<file path="src/presence_pwm_cfg.svh">
`ifndef PRESENCE_PWM_CFG_SVH
`define PRESENCE_PWM_CFG_SVH

// =====================================================================
// command addresses
`define ADDR_PWM_FREQ        8'ha3
`define ADDR_IDLE_DUTY       8'ha4
`define ADDR_DETECT_DUTY     8'ha5
`define ADDR_RAMP_UP_HIGH    8'ha6
`define ADDR_RAMP_UP_LOW     8'ha7
`define ADDR_RAMP_DOWN_HIGH  8'ha8
`define ADDR_RAMP_DOWN_LOW   8'ha9
`define ADDR_HOLD_HIGH       8'haa
`define ADDR_HOLD_LOW        8'hab
`define ADDR_PIN_SENS        8'hb0
`define ADDR_SAMPLE_RATE     8'hb1
`define ADDR_RADIO_CHANNEL   8'hb2
`define ADDR_ERROR_CODE      8'hfe
`define ADDR_PARAM_READ      8'hff

// =====================================================================
// reset values
`define RST_PWM_FREQ         7'h04
`define RST_IDLE_DUTY        7'h00
`define RST_DETECT_DUTY      7'h5a
`define RST_RAMP_UP          14'h03e8
`define RST_RAMP_DOWN        14'h03e8
`define RST_HOLD             14'h000a

// =====================================================================
// value limits and field layout
`define FREQ_CODE_MAX        7'h09
`define DUTY_MAX             7'h64
`define SENS_MAX             7'h64
`define RATE_CODE_MAX        7'h04
`define CHANNEL_MAX          7'h09
`define CHANNEL_COUNT        4'ha
`define TIME_SPLIT           7
`define ERR_SYNTAX           8'h01

// =====================================================================
// detection condition codes
`define COND_BOTH            2'h0
`define COND_APPROACH        2'h1
`define COND_LEAVE           2'h2

// =====================================================================
// timing
`define CLK_PERIOD_NS        25
`define RAMP_UNIT_NS         1000000
`define HOLD_UNIT_NS         1000000000
`define CYC_PER_MS           (`RAMP_UNIT_NS / `CLK_PERIOD_NS)
`define CYC_PER_S            (`HOLD_UNIT_NS / `CLK_PERIOD_NS)

`endif

</file>
<file path="src/presence_pwm_pkg.sv">
package presence_pwm_pkg;

  // =====================================================================
  // command and answer carriers
  typedef struct packed {
    logic       valid;
    logic [7:0] addr;
    logic [7:0] param;
  } cmd_type;

  typedef struct packed {
    logic       valid;
    logic [7:0] addr;
    logic [7:0] param;
  } rsp_type;

  // =====================================================================
  // duty engine states
  typedef enum logic [2:0] {
    ST_IDLE,
    ST_FADE_IN,
    ST_DETECT,
    ST_HOLD,
    ST_FADE_OUT
  } fade_state_type;

endpackage

</file>
<file path="src/pwm_wave.sv">
`include "presence_pwm_cfg.svh"

module pwm_wave #(
  parameter int PHASE_MAX = `CYC_PER_MS
) (
  input  wire logic        i_clock,
  input  wire logic        i_srst,
  input  wire logic        i_clock_en,
  input  wire logic        i_enable,
  input  wire logic [3:0]  i_freq_code,
  input  wire logic [15:0] i_level,
  output logic             o_pwm
);

  logic [16:0] phase_q;
  logic [16:0] phase_d;
  logic        pwm_q;
  logic        pwm_d;
  logic [16:0] sum;

  // =====================================================================
  // phase accumulator: step of code+1 kHz per wrap of one millisecond
  always_comb begin
    sum     = phase_q + 17'(i_freq_code) + 17'h00001;
    phase_d = (sum >= 17'(PHASE_MAX)) ? sum - 17'(PHASE_MAX) : sum;
    pwm_d   = i_enable && (phase_q < {1'b0, i_level});
  end

  always_ff @(posedge i_clock) begin
    if (i_srst) begin
      phase_q <= 17'h00000;
      pwm_q   <= 1'b0;
    end else if (i_clock_en) begin
      phase_q <= phase_d;
      pwm_q   <= pwm_d;
    end
  end

  assign o_pwm = pwm_q;

endmodule

</file>
<file path="src/presence_pwm_output_settings.sv">
`include "presence_pwm_cfg.svh"

// Functional notes
// - PWM frequency code 0..9 gives 1..10 kHz; reset code 4 (5 kHz).
// - no detection drives idle duty, 0..100 percent, reset 0.
// - detection drives detect duty, 0..100 percent, reset 90.
// - on detection ramp toward detect duty over fade-in ms, reset 1000.
// - 14-bit times split: high register bits 13..7, low bits 6..0.
// - after hold expires ramp back over fade-out ms, reset 1000.
// - keep detect duty for hold seconds after target lost, reset 10.
// - read-only pin sensitivity 0..100, applied when analog setting enabled.
// - sensitivity and rate status values keep updating while their feature is disabled.
// - read-only automatic rate code 0..4, applied when auto rate enabled.
// - random channel 0..9 picked once after reset, applied when enabled.
// - status addresses are read-only; writes to them are refused.
// - detection condition selects approach plus leave, approach or leave.
module presence_pwm_output_settings #(
  parameter int CYC_PER_MS = `CYC_PER_MS,
  parameter int CYC_PER_S  = `CYC_PER_S
) (
  input  wire logic                     i_clock,
  input  wire logic                     i_srst,
  input  wire logic                     i_clock_en,
  input  wire presence_pwm_pkg::cmd_type i_cmd,
  output presence_pwm_pkg::rsp_type     o_rsp,
  input  wire logic                     i_pwm_mode,
  input  wire logic                     i_approach,
  input  wire logic                     i_leave,
  input  wire logic [1:0]               i_detect_condition,
  input  wire logic [6:0]               i_pin_sensitivity,
  input  wire logic                     i_analog_sens_en,
  input  wire logic [6:0]               i_manual_sensitivity,
  input  wire logic [2:0]               i_auto_rate,
  input  wire logic                     i_auto_rate_en,
  input  wire logic [2:0]               i_manual_rate,
  input  wire logic [3:0]               i_entropy,
  input  wire logic                     i_random_ch_en,
  input  wire logic [3:0]               i_manual_channel,
  output logic                          o_motion_output_pin,
  output logic [6:0]                    o_applied_sensitivity,
  output logic [2:0]                    o_applied_rate,
  output logic [3:0]                    o_applied_channel,
  output logic [15:0]                   o_duty_level
);

  localparam int PCT_STEP = CYC_PER_MS / 100;
  localparam int SUB_W    = $clog2(CYC_PER_S + 1);

  // =====================================================================
  // settings registers
  logic [6:0] freq_q, freq_d;
  logic [6:0] idle_q, idle_d;
  logic [6:0] detect_q, detect_d;
  logic [6:0] up_hi_q, up_hi_d, up_lo_q, up_lo_d;
  logic [6:0] dn_hi_q, dn_hi_d, dn_lo_q, dn_lo_d;
  logic [6:0] hold_hi_q, hold_hi_d, hold_lo_q, hold_lo_d;
  presence_pwm_pkg::rsp_type rsp_q, rsp_d;
  logic [7:0] read_addr;
  logic [6:0] read_data;
  logic       read_ok;
  logic       write_ok;
  logic [6:0] wval;

  // =====================================================================
  // status values
  logic [6:0] sens_q, sens_d;
  logic [2:0] rate_q, rate_d;
  logic [3:0] chan_q, chan_d;
  logic       picked_q, picked_d;
  logic [6:0] app_sens_q, app_sens_d;
  logic [2:0] app_rate_q, app_rate_d;
  logic [3:0] app_chan_q, app_chan_d;

  // =====================================================================
  // duty engine
  presence_pwm_pkg::fade_state_type state_q, state_d;
  logic [15:0]      level_q, level_d;
  logic [15:0]      target_q, target_d;
  logic [15:0]      delta_q, delta_d;
  logic [29:0]      span_q, span_d;
  logic [30:0]      err_q, err_d;
  logic             rise_q, rise_d;
  logic [SUB_W-1:0] sub_q, sub_d;
  logic [13:0]      sec_q, sec_d;
  logic [13:0]      ramp_up, ramp_dn, hold_time;
  logic [15:0]      idle_lvl, detect_lvl;
  logic             detected;
  logic [30:0]      err_sum;

  // joined 14-bit times
  assign ramp_up   = {up_hi_q, up_lo_q};
  assign ramp_dn   = {dn_hi_q, dn_lo_q};
  assign hold_time = {hold_hi_q, hold_lo_q};
  assign idle_lvl   = 16'(idle_q * PCT_STEP);
  assign detect_lvl = 16'(detect_q * PCT_STEP);

  // detection state chosen by the condition setting
  always_comb begin
    unique case (i_detect_condition)
      `COND_APPROACH: detected = i_approach;
      `COND_LEAVE:    detected = i_leave;
      default:        detected = i_approach | i_leave;
    endcase
  end

  // =====================================================================
  // command decode: writes, reads and refusals
  always_comb begin
    freq_d    = freq_q;
    idle_d    = idle_q;
    detect_d  = detect_q;
    up_hi_d   = up_hi_q;
    up_lo_d   = up_lo_q;
    dn_hi_d   = dn_hi_q;
    dn_lo_d   = dn_lo_q;
    hold_hi_d = hold_hi_q;
    hold_lo_d = hold_lo_q;
    rsp_d     = '0;
    wval      = i_cmd.param[6:0];
    read_addr = {1'b1, i_cmd.param[6:0]};
    read_ok   = 1'b1;
    read_data = 7'h00;
    unique case (read_addr)
      `ADDR_PWM_FREQ:       read_data = freq_q;
      `ADDR_IDLE_DUTY:      read_data = idle_q;
      `ADDR_DETECT_DUTY:    read_data = detect_q;
      `ADDR_RAMP_UP_HIGH:   read_data = up_hi_q;
      `ADDR_RAMP_UP_LOW:    read_data = up_lo_q;
      `ADDR_RAMP_DOWN_HIGH: read_data = dn_hi_q;
      `ADDR_RAMP_DOWN_LOW:  read_data = dn_lo_q;
      `ADDR_HOLD_HIGH:      read_data = hold_hi_q;
      `ADDR_HOLD_LOW:       read_data = hold_lo_q;
      `ADDR_PIN_SENS:       read_data = sens_q;
      `ADDR_SAMPLE_RATE:    read_data = {4'h0, rate_q};
      `ADDR_RADIO_CHANNEL:  read_data = {3'h0, chan_q};
      default:              read_ok   = 1'b0;
    endcase
    write_ok = 1'b0;
    if (i_cmd.valid && !i_cmd.param[7]) begin
      unique case (i_cmd.addr)
        `ADDR_PWM_FREQ: begin
          write_ok = (wval <= `FREQ_CODE_MAX);
          if (write_ok) freq_d = wval;
        end
        `ADDR_IDLE_DUTY: begin
          write_ok = (wval <= `DUTY_MAX);
          if (write_ok) idle_d = wval;
        end
        `ADDR_DETECT_DUTY: begin
          write_ok = (wval <= `DUTY_MAX);
          if (write_ok) detect_d = wval;
        end
        `ADDR_RAMP_UP_HIGH: begin
          write_ok = 1'b1;
          up_hi_d  = wval;
        end
        `ADDR_RAMP_UP_LOW: begin
          write_ok = 1'b1;
          up_lo_d  = wval;
        end
        `ADDR_RAMP_DOWN_HIGH: begin
          write_ok = 1'b1;
          dn_hi_d  = wval;
        end
        `ADDR_RAMP_DOWN_LOW: begin
          write_ok = 1'b1;
          dn_lo_d  = wval;
        end
        `ADDR_HOLD_HIGH: begin
          write_ok  = 1'b1;
          hold_hi_d = wval;
        end
        `ADDR_HOLD_LOW: begin
          write_ok  = 1'b1;
          hold_lo_d = wval;
        end
        `ADDR_PARAM_READ: write_ok = read_ok;
        default:          write_ok = 1'b0;  // status writes refused
      endcase
    end
    // one answer per command: echo, read data or syntax error
    if (i_cmd.valid) begin
      rsp_d.valid = 1'b1;
      if (!write_ok) begin
        rsp_d.addr  = `ADDR_ERROR_CODE;
        rsp_d.param = `ERR_SYNTAX;
      end else if (i_cmd.addr == `ADDR_PARAM_READ) begin
        rsp_d.addr  = read_addr;
        rsp_d.param = {1'b0, read_data};
      end else begin
        rsp_d.addr  = i_cmd.addr;
        rsp_d.param = i_cmd.param;
      end
    end
  end

  always_ff @(posedge i_clock) begin
    if (i_srst) begin
      freq_q    <= `RST_PWM_FREQ;
      idle_q    <= `RST_IDLE_DUTY;
      detect_q  <= `RST_DETECT_DUTY;
      up_hi_q   <= 7'(`RST_RAMP_UP >> `TIME_SPLIT);
      up_lo_q   <= 7'(`RST_RAMP_UP & 14'h007f);
      dn_hi_q   <= 7'(`RST_RAMP_DOWN >> `TIME_SPLIT);
      dn_lo_q   <= 7'(`RST_RAMP_DOWN & 14'h007f);
      hold_hi_q <= 7'(`RST_HOLD >> `TIME_SPLIT);
      hold_lo_q <= 7'(`RST_HOLD & 14'h007f);
      rsp_q     <= '0;
    end else if (i_clock_en) begin
      freq_q    <= freq_d;
      idle_q    <= idle_d;
      detect_q  <= detect_d;
      up_hi_q   <= up_hi_d;
      up_lo_q   <= up_lo_d;
      dn_hi_q   <= dn_hi_d;
      dn_lo_q   <= dn_lo_d;
      hold_hi_q <= hold_hi_d;
      hold_lo_q <= hold_lo_d;
      rsp_q     <= rsp_d;
    end
  end

  // =====================================================================
  // status tracking and applied selections
  always_comb begin
    sens_d   = (i_pin_sensitivity > `SENS_MAX) ? `SENS_MAX
                                              : i_pin_sensitivity;
    rate_d   = (i_auto_rate > 3'(`RATE_CODE_MAX)) ? 3'(`RATE_CODE_MAX)
                                                  : i_auto_rate;
    chan_d   = chan_q;
    picked_d = 1'b1;
    if (!picked_q) begin
      chan_d = (i_entropy >= `CHANNEL_COUNT) ? i_entropy - `CHANNEL_COUNT
                                             : i_entropy;
    end
    app_sens_d = i_analog_sens_en ? sens_q : i_manual_sensitivity;
    app_rate_d = i_auto_rate_en ? rate_q : i_manual_rate;
    app_chan_d = i_random_ch_en ? chan_q : i_manual_channel;
  end

  always_ff @(posedge i_clock) begin
    if (i_srst) begin
      sens_q     <= 7'h00;
      rate_q     <= 3'h0;
      chan_q     <= 4'h0;
      picked_q   <= 1'b0;
      app_sens_q <= 7'h00;
      app_rate_q <= 3'h0;
      app_chan_q <= 4'h0;
    end else if (i_clock_en) begin
      sens_q     <= sens_d;
      rate_q     <= rate_d;
      chan_q     <= chan_d;
      picked_q   <= picked_d;
      app_sens_q <= app_sens_d;
      app_rate_q <= app_rate_d;
      app_chan_q <= app_chan_d;
    end
  end

  // =====================================================================
  // duty engine: idle, fade in, detect, hold, fade out
  always_comb begin
    state_d  = state_q;
    level_d  = level_q;
    target_d = target_q;
    delta_d  = delta_q;
    span_d   = span_q;
    err_d    = err_q;
    rise_d   = rise_q;
    sub_d    = sub_q;
    sec_d    = sec_q;
    err_sum  = err_q + {15'h0000, delta_q};
    unique case (state_q)
      presence_pwm_pkg::ST_IDLE: begin
        level_d = idle_lvl;
        if (detected) begin
          state_d  = presence_pwm_pkg::ST_FADE_IN;
          target_d = detect_lvl;
          span_d   = 30'(ramp_up * CYC_PER_MS);
          rise_d   = detect_lvl >= level_q;
          delta_d  = (detect_lvl >= level_q) ? detect_lvl - level_q
                                             : level_q - detect_lvl;
          err_d    = '0;
        end
      end
      presence_pwm_pkg::ST_DETECT: begin
        level_d = detect_lvl;
        if (!detected) begin
          state_d = presence_pwm_pkg::ST_HOLD;
          sub_d   = '0;
          sec_d   = 14'h0000;
        end
      end
      presence_pwm_pkg::ST_HOLD: begin
        level_d = detect_lvl;
        if (detected) begin
          state_d = presence_pwm_pkg::ST_DETECT;
        end else if (sec_q >= hold_time) begin
          state_d  = presence_pwm_pkg::ST_FADE_OUT;
          target_d = idle_lvl;
          span_d   = 30'(ramp_dn * CYC_PER_MS);
          rise_d   = idle_lvl >= level_q;
          delta_d  = (idle_lvl >= level_q) ? idle_lvl - level_q
                                           : level_q - idle_lvl;
          err_d    = '0;
        end else if (sub_q == SUB_W'(CYC_PER_S - 1)) begin
          sub_d = '0;
          sec_d = sec_q + 14'h0001;
        end else begin
          sub_d = sub_q + SUB_W'(1);
        end
      end
      default: begin
        // both fades: one error-accumulated step at most per cycle
        if (level_q == target_q || span_q == '0) begin
          level_d = target_q;
          state_d = (state_q == presence_pwm_pkg::ST_FADE_IN)
                  ? presence_pwm_pkg::ST_DETECT
                  : presence_pwm_pkg::ST_IDLE;
        end else begin
          err_d = err_sum;
          if (err_sum >= {1'b0, span_q}) begin
            err_d   = err_sum - {1'b0, span_q};
            level_d = rise_q ? level_q + 16'h0001
                             : level_q - 16'h0001;
          end
        end
        if (state_q == presence_pwm_pkg::ST_FADE_OUT && detected) begin
          state_d  = presence_pwm_pkg::ST_FADE_IN;
          target_d = detect_lvl;
          span_d   = 30'(ramp_up * CYC_PER_MS);
          rise_d   = detect_lvl >= level_q;
          delta_d  = (detect_lvl >= level_q) ? detect_lvl - level_q
                                             : level_q - detect_lvl;
          err_d    = '0;
          level_d  = level_q;
        end
      end
    endcase
  end

  always_ff @(posedge i_clock) begin
    if (i_srst) begin
      state_q  <= presence_pwm_pkg::ST_IDLE;
      level_q  <= 16'h0000;
      target_q <= 16'h0000;
      delta_q  <= 16'h0000;
      span_q   <= '0;
      err_q    <= '0;
      rise_q   <= 1'b0;
      sub_q    <= '0;
      sec_q    <= 14'h0000;
    end else if (i_clock_en) begin
      state_q  <= state_d;
      level_q  <= level_d;
      target_q <= target_d;
      delta_q  <= delta_d;
      span_q   <= span_d;
      err_q    <= err_d;
      rise_q   <= rise_d;
      sub_q    <= sub_d;
      sec_q    <= sec_d;
    end
  end

  // =====================================================================
  // waveform on the motion output pin
  pwm_wave #(
    .PHASE_MAX (CYC_PER_MS)
  ) u_wave (
    .i_clock     (i_clock),
    .i_srst      (i_srst),
    .i_clock_en  (i_clock_en),
    .i_enable    (i_pwm_mode),
    .i_freq_code (freq_q[3:0]),
    .i_level     (level_q),
    .o_pwm       (o_motion_output_pin)
  );

  assign o_rsp                 = rsp_q;
  assign o_applied_sensitivity = app_sens_q;
  assign o_applied_rate        = app_rate_q;
  assign o_applied_channel     = app_chan_q;
  assign o_duty_level          = level_q;

endmodule

</file>
<file path="config.mk">
export PLATFORM = sky130hd
export DESIGN_NAME = presence_pwm_output_settings
export DESIGN_NICKNAME = d
export VERILOG_FILES = /design/src/presence_pwm_pkg.sv /design/src/pwm_wave.sv /design/src/presence_pwm_output_settings.sv
export VERILOG_INCLUDE_DIRS = /design/src /design/src/src
export SDC_FILE = /design/constraint.sdc
export NUM_CORES = 1
export LEC_CHECK = 0
export BUFFER_PORTS_ARGS = -buffer_cell sky130_fd_sc_hd__clkbuf_2
export CAP_MARGIN = 10
export CORE_MARGIN = 4
export CORE_UTILIZATION = 40
export CTS_CLUSTER_DIAMETER = 150
export DETAILED_ROUTE_END_ITERATION = 10
export RECOVER_POWER = 25
export SLEW_MARGIN = 40
export SYNTH_ARGS = -nofsm -noshare
export SYNTH_HDL_FRONTEND = slang
export SYNTH_SLANG_ARGS = --single-unit
</file>
<file path="constraint.sdc">
create_clock -name i_clock -period 6.51 [get_ports i_clock]
set_clock_uncertainty 0.1 [all_clocks]
set_input_delay 0.9765 -clock i_clock [delete_from_list [all_inputs] [get_ports i_clock]]
set_output_delay 0.9765 -clock i_clock [all_outputs]
set_load 0.01 [all_outputs]
</file>
==> reports/results.ini <==
[status]
outcome = complete, but fails checks
failed_checks = capacitance limit, slew limit

[synth]
synthTopCellsByArea = dfxtp_1, ha_1, fa_1
async_reset_ff_share_pct = 0
yosys_warnings = 0
synth_seq_cells = 270
synth.net_count = 3451
synth_most_common_cell = ha_1
synth_edf_count = 0
ys.flop_type = dfxtp_1
ys_seq_area_share_pct = 22.1
syn_area_sq_mm = 0.0244
netlist_top_cells_count = ha_1, inv_1, nor2_1
synth_cell_types = 94
synth_top_area_share_pct = 22.1
postSynthAreaPerCell_sq_um = 8.12
synth_top_area_cell = dfxtp_1
syn-instance-count = 3008

[cts]
cts-root-buf = clkbuf_16
clk_latency_ns = 0.57
cts-resized-gates = 0
path_clk_slew_ns = 0.06
ctsHoldBuffers = 0
cts_buffer_depth = 3
clock_sinks = 270
post_cts_buffers = 0
cts_tree = yes
cts-htree-levels = 2
cts_buffers = 35

[flow_run]
drv_cap = 2

[worst_setup_path]
critPathBufInv = 2
path_common_cell = ha_1
path_max_fanout = 15
cp-start-kind = register
cp-end-kind = register
cp.arrival_ns = 6.28
crit_family = adder cells
r2r_cells = 19
slowest_delay_ns = 0.70
path_cells = ha_1 > ha_1 > ha_1 > inv_1 > fa_1 > inv_1 > a21oi_1 > o21bai_1 > xor2_1 > ha_1 > a21oi_1 > o21ai_0 > a21o_1 > a2111oi_0 > or3_1 > mux2_2 > xor2_1 > a211oi_1 > nor3_1
setup.worst_path.class = register to register
rrSetupSlack_ns = 0.50
reg2reg_to = delta_q[8]$_SDFFE_PP0P_
r2r_start = detect_q[1]$_SDFFE_PP1P_
required_ns = 6.78
crit_slowest_cell = or3_1

[floorplanning]
fp.dieW_um = 255
pin_count = 104
die_area_sq_mm = 0.0651
initial_utilization_pct = 40.5
die_h_um = 255
core_area_sq_mm = 0.0604
num_rows = 90

[power]
irDropWorstVdd_mv = 0.176
p_per_area_mw_per_mm2 = 213
report.power.total_uw = 5710
power_leakage_uw = 0.0120

[cells_and_area]
nets = 3494
syn2layout_area_growth_pct = 9.78
antenna_cells = 0
drive_gt1_share_pct = 6.47

[routing]
drc = 0
drtIter0Drc = 1538
wl_per_cell_um = 20.1
viasPerCell = 5.80
num_vias = 22400
drtAntennaViolNets = 0
drt_wl_total_mm = 77.5
first_pass_iters = 6

[global_routing]
track_usage_pct = 23.2
grt-ovfl-total = 0
grt_pass1_wl_mm = 121
antenna_found_initial = 0
grt_pass1_vias = 21600
grt_max_degree = 147

[sta]
slew_viol_final = 224
fmax_mhz = 166
finalSetupTns_ns = 0
max_slew.worst_pin.slew_ns = 3.09
setup_viol = 0
hold_viol = 0
period_needed_ns = 6.01
post-route-period-util_pct = 92.3
grt_setup_unrepaired = false
slew_headroom_pct = -106

[worst_hold_path]
holdPathStages = 2
min_path_type = register to register
hp-start = o_rsp[1]$_SDFFE_PP0P_
min_to = o_rsp[1]$_SDFFE_PP0P_

[placement]
dpl.hpwl_mm = 60.5
finalWeightedCongestion = 0.953
port_buffers = 103

[power breakdown]
group          leakage, uW  internal [uW]  switching, uW
clock             0.000576           1160            834
combinational      0.00926            745           1130
sequential         0.00219           1730            107
[cell families (layout without fill, tap and decap cells)]
kind of cell               count (synthesis)  in the layout  synth area share, %
buffers and inverters                    432            500                 6.81
and+or+nand+nor                          887            887                 17.5
xor gates and xnor gates                 179            179                 6.45
adders and majority gates                387            387                 21.9
DFF                                      270            270                 22.1
AOI/OAI and AO/OA                        750            750                 20.9
muxes                                    103            103                 4.30
[routing by layer]
layer	routed length (um)	GRT usage [%]	up-vias
li1	-	-	10800
met2	35500	38.2	760
met5	0	0	-
met4	2680	7.50	0
met3	4690	3.09	175
met1	34600	31.8	10700
[flip-flops by register name (all words and copies together), names as in the netlist, 12 cells and up]
register and count:
err_q 31, sub_q 26, span_q 24, o_rsp 17, u_wave.phase_q 17, delta_q 16, o_duty_level 16, sec_q 14
target_q 12
[metrics by stage]
stage	cells	worst slack, ns	instance area (sq um)	util (%)	hold WS, ns
5_1_grt	3858	0.0965	26800	44.4	0.380
3_5_place_dp	3796	0.615	25700	42.6	0.350
3_3_place_gp	3796	0.783	25700	42.5	0.342
6_report	3858	0.502	26800	44.4	0.365
4_1_cts	3858	0.589	26900	44.5	0.363
2_1_floorplan	3008	1.44	24400	-	0.329
[final cells by class]
type / count / area (sq um)
well taps: 782 / 978
flip-flops and latches: 270 / 5410
fillers: 6007 / 33500
clock inverters: 12 / 185
repair buffers: 130 / 662
inverters: 308 / 1160
clock buffers: 50 / 992
multi-input cells: 2306 / 17400
[worst max path at each step]
| stage | from | end | slack [ns] | cells after the start |
|---|---|---|---|---|
| 5_1_grt | detect_q[1]$_SDFFE_PP1P_ | delta_q[8]$_SDFFE_PP0P_ | 0.1 | 19 |
| 6_report | detect_q[1]$_SDFFE_PP1P_ | delta_q[8]$_SDFFE_PP0P_ | 0.50 | 19 |
| 4_1_cts | detect_q[1]$_SDFFE_PP1P_ | delta_q[8]$_SDFFE_PP0P_ | 0.59 | 19 |
| 3_5_place_dp | detect_q[1]$_SDFFE_PP1P_ | delta_q[8]$_SDFFE_PP0P_ | 0.62 | 19 |
| 3_3_place_gp | detect_q[1]$_SDFFE_PP1P_ | delta_q[8]$_SDFFE_PP0P_ | 0.78 | 19 |
| 2_1_floorplan | idle_q[2]$_SDFFE_PP0P_ | delta_q[14]$_SDFFE_PP0P_ | 1.44 | 20 |
[tightest hold or removal path, delay by kind of cell (launching register included)]
family             cells  cell delay, ns
DFF                    1            0.33
AOI/OAI and AO/OA      1            0.06
and+or+nand+nor        1            0.05
[placed cells by master, fill, tap and decap left out, drive strengths merged, types with 21 or more instances in the layout]
cell type	n
nor2b	40
xnor2	98
a22oi	30
nand4	33
a221oi	26
dfxtp	270
nor3	68
xor2	81
nor2	304
nand3	53
ha	319
o21bai	22
a211oi	81
and3	34
nor4	25
a211o	26
a21oi	188
a31oi	23
o21ai	129
nand2	203
fa	68
o211ai	21
mux2i	90
inv	311
clkbuf	155
a21o	52
nand2b	35
buf	25
Note: power is estimated with default switching activity, not from simulation.
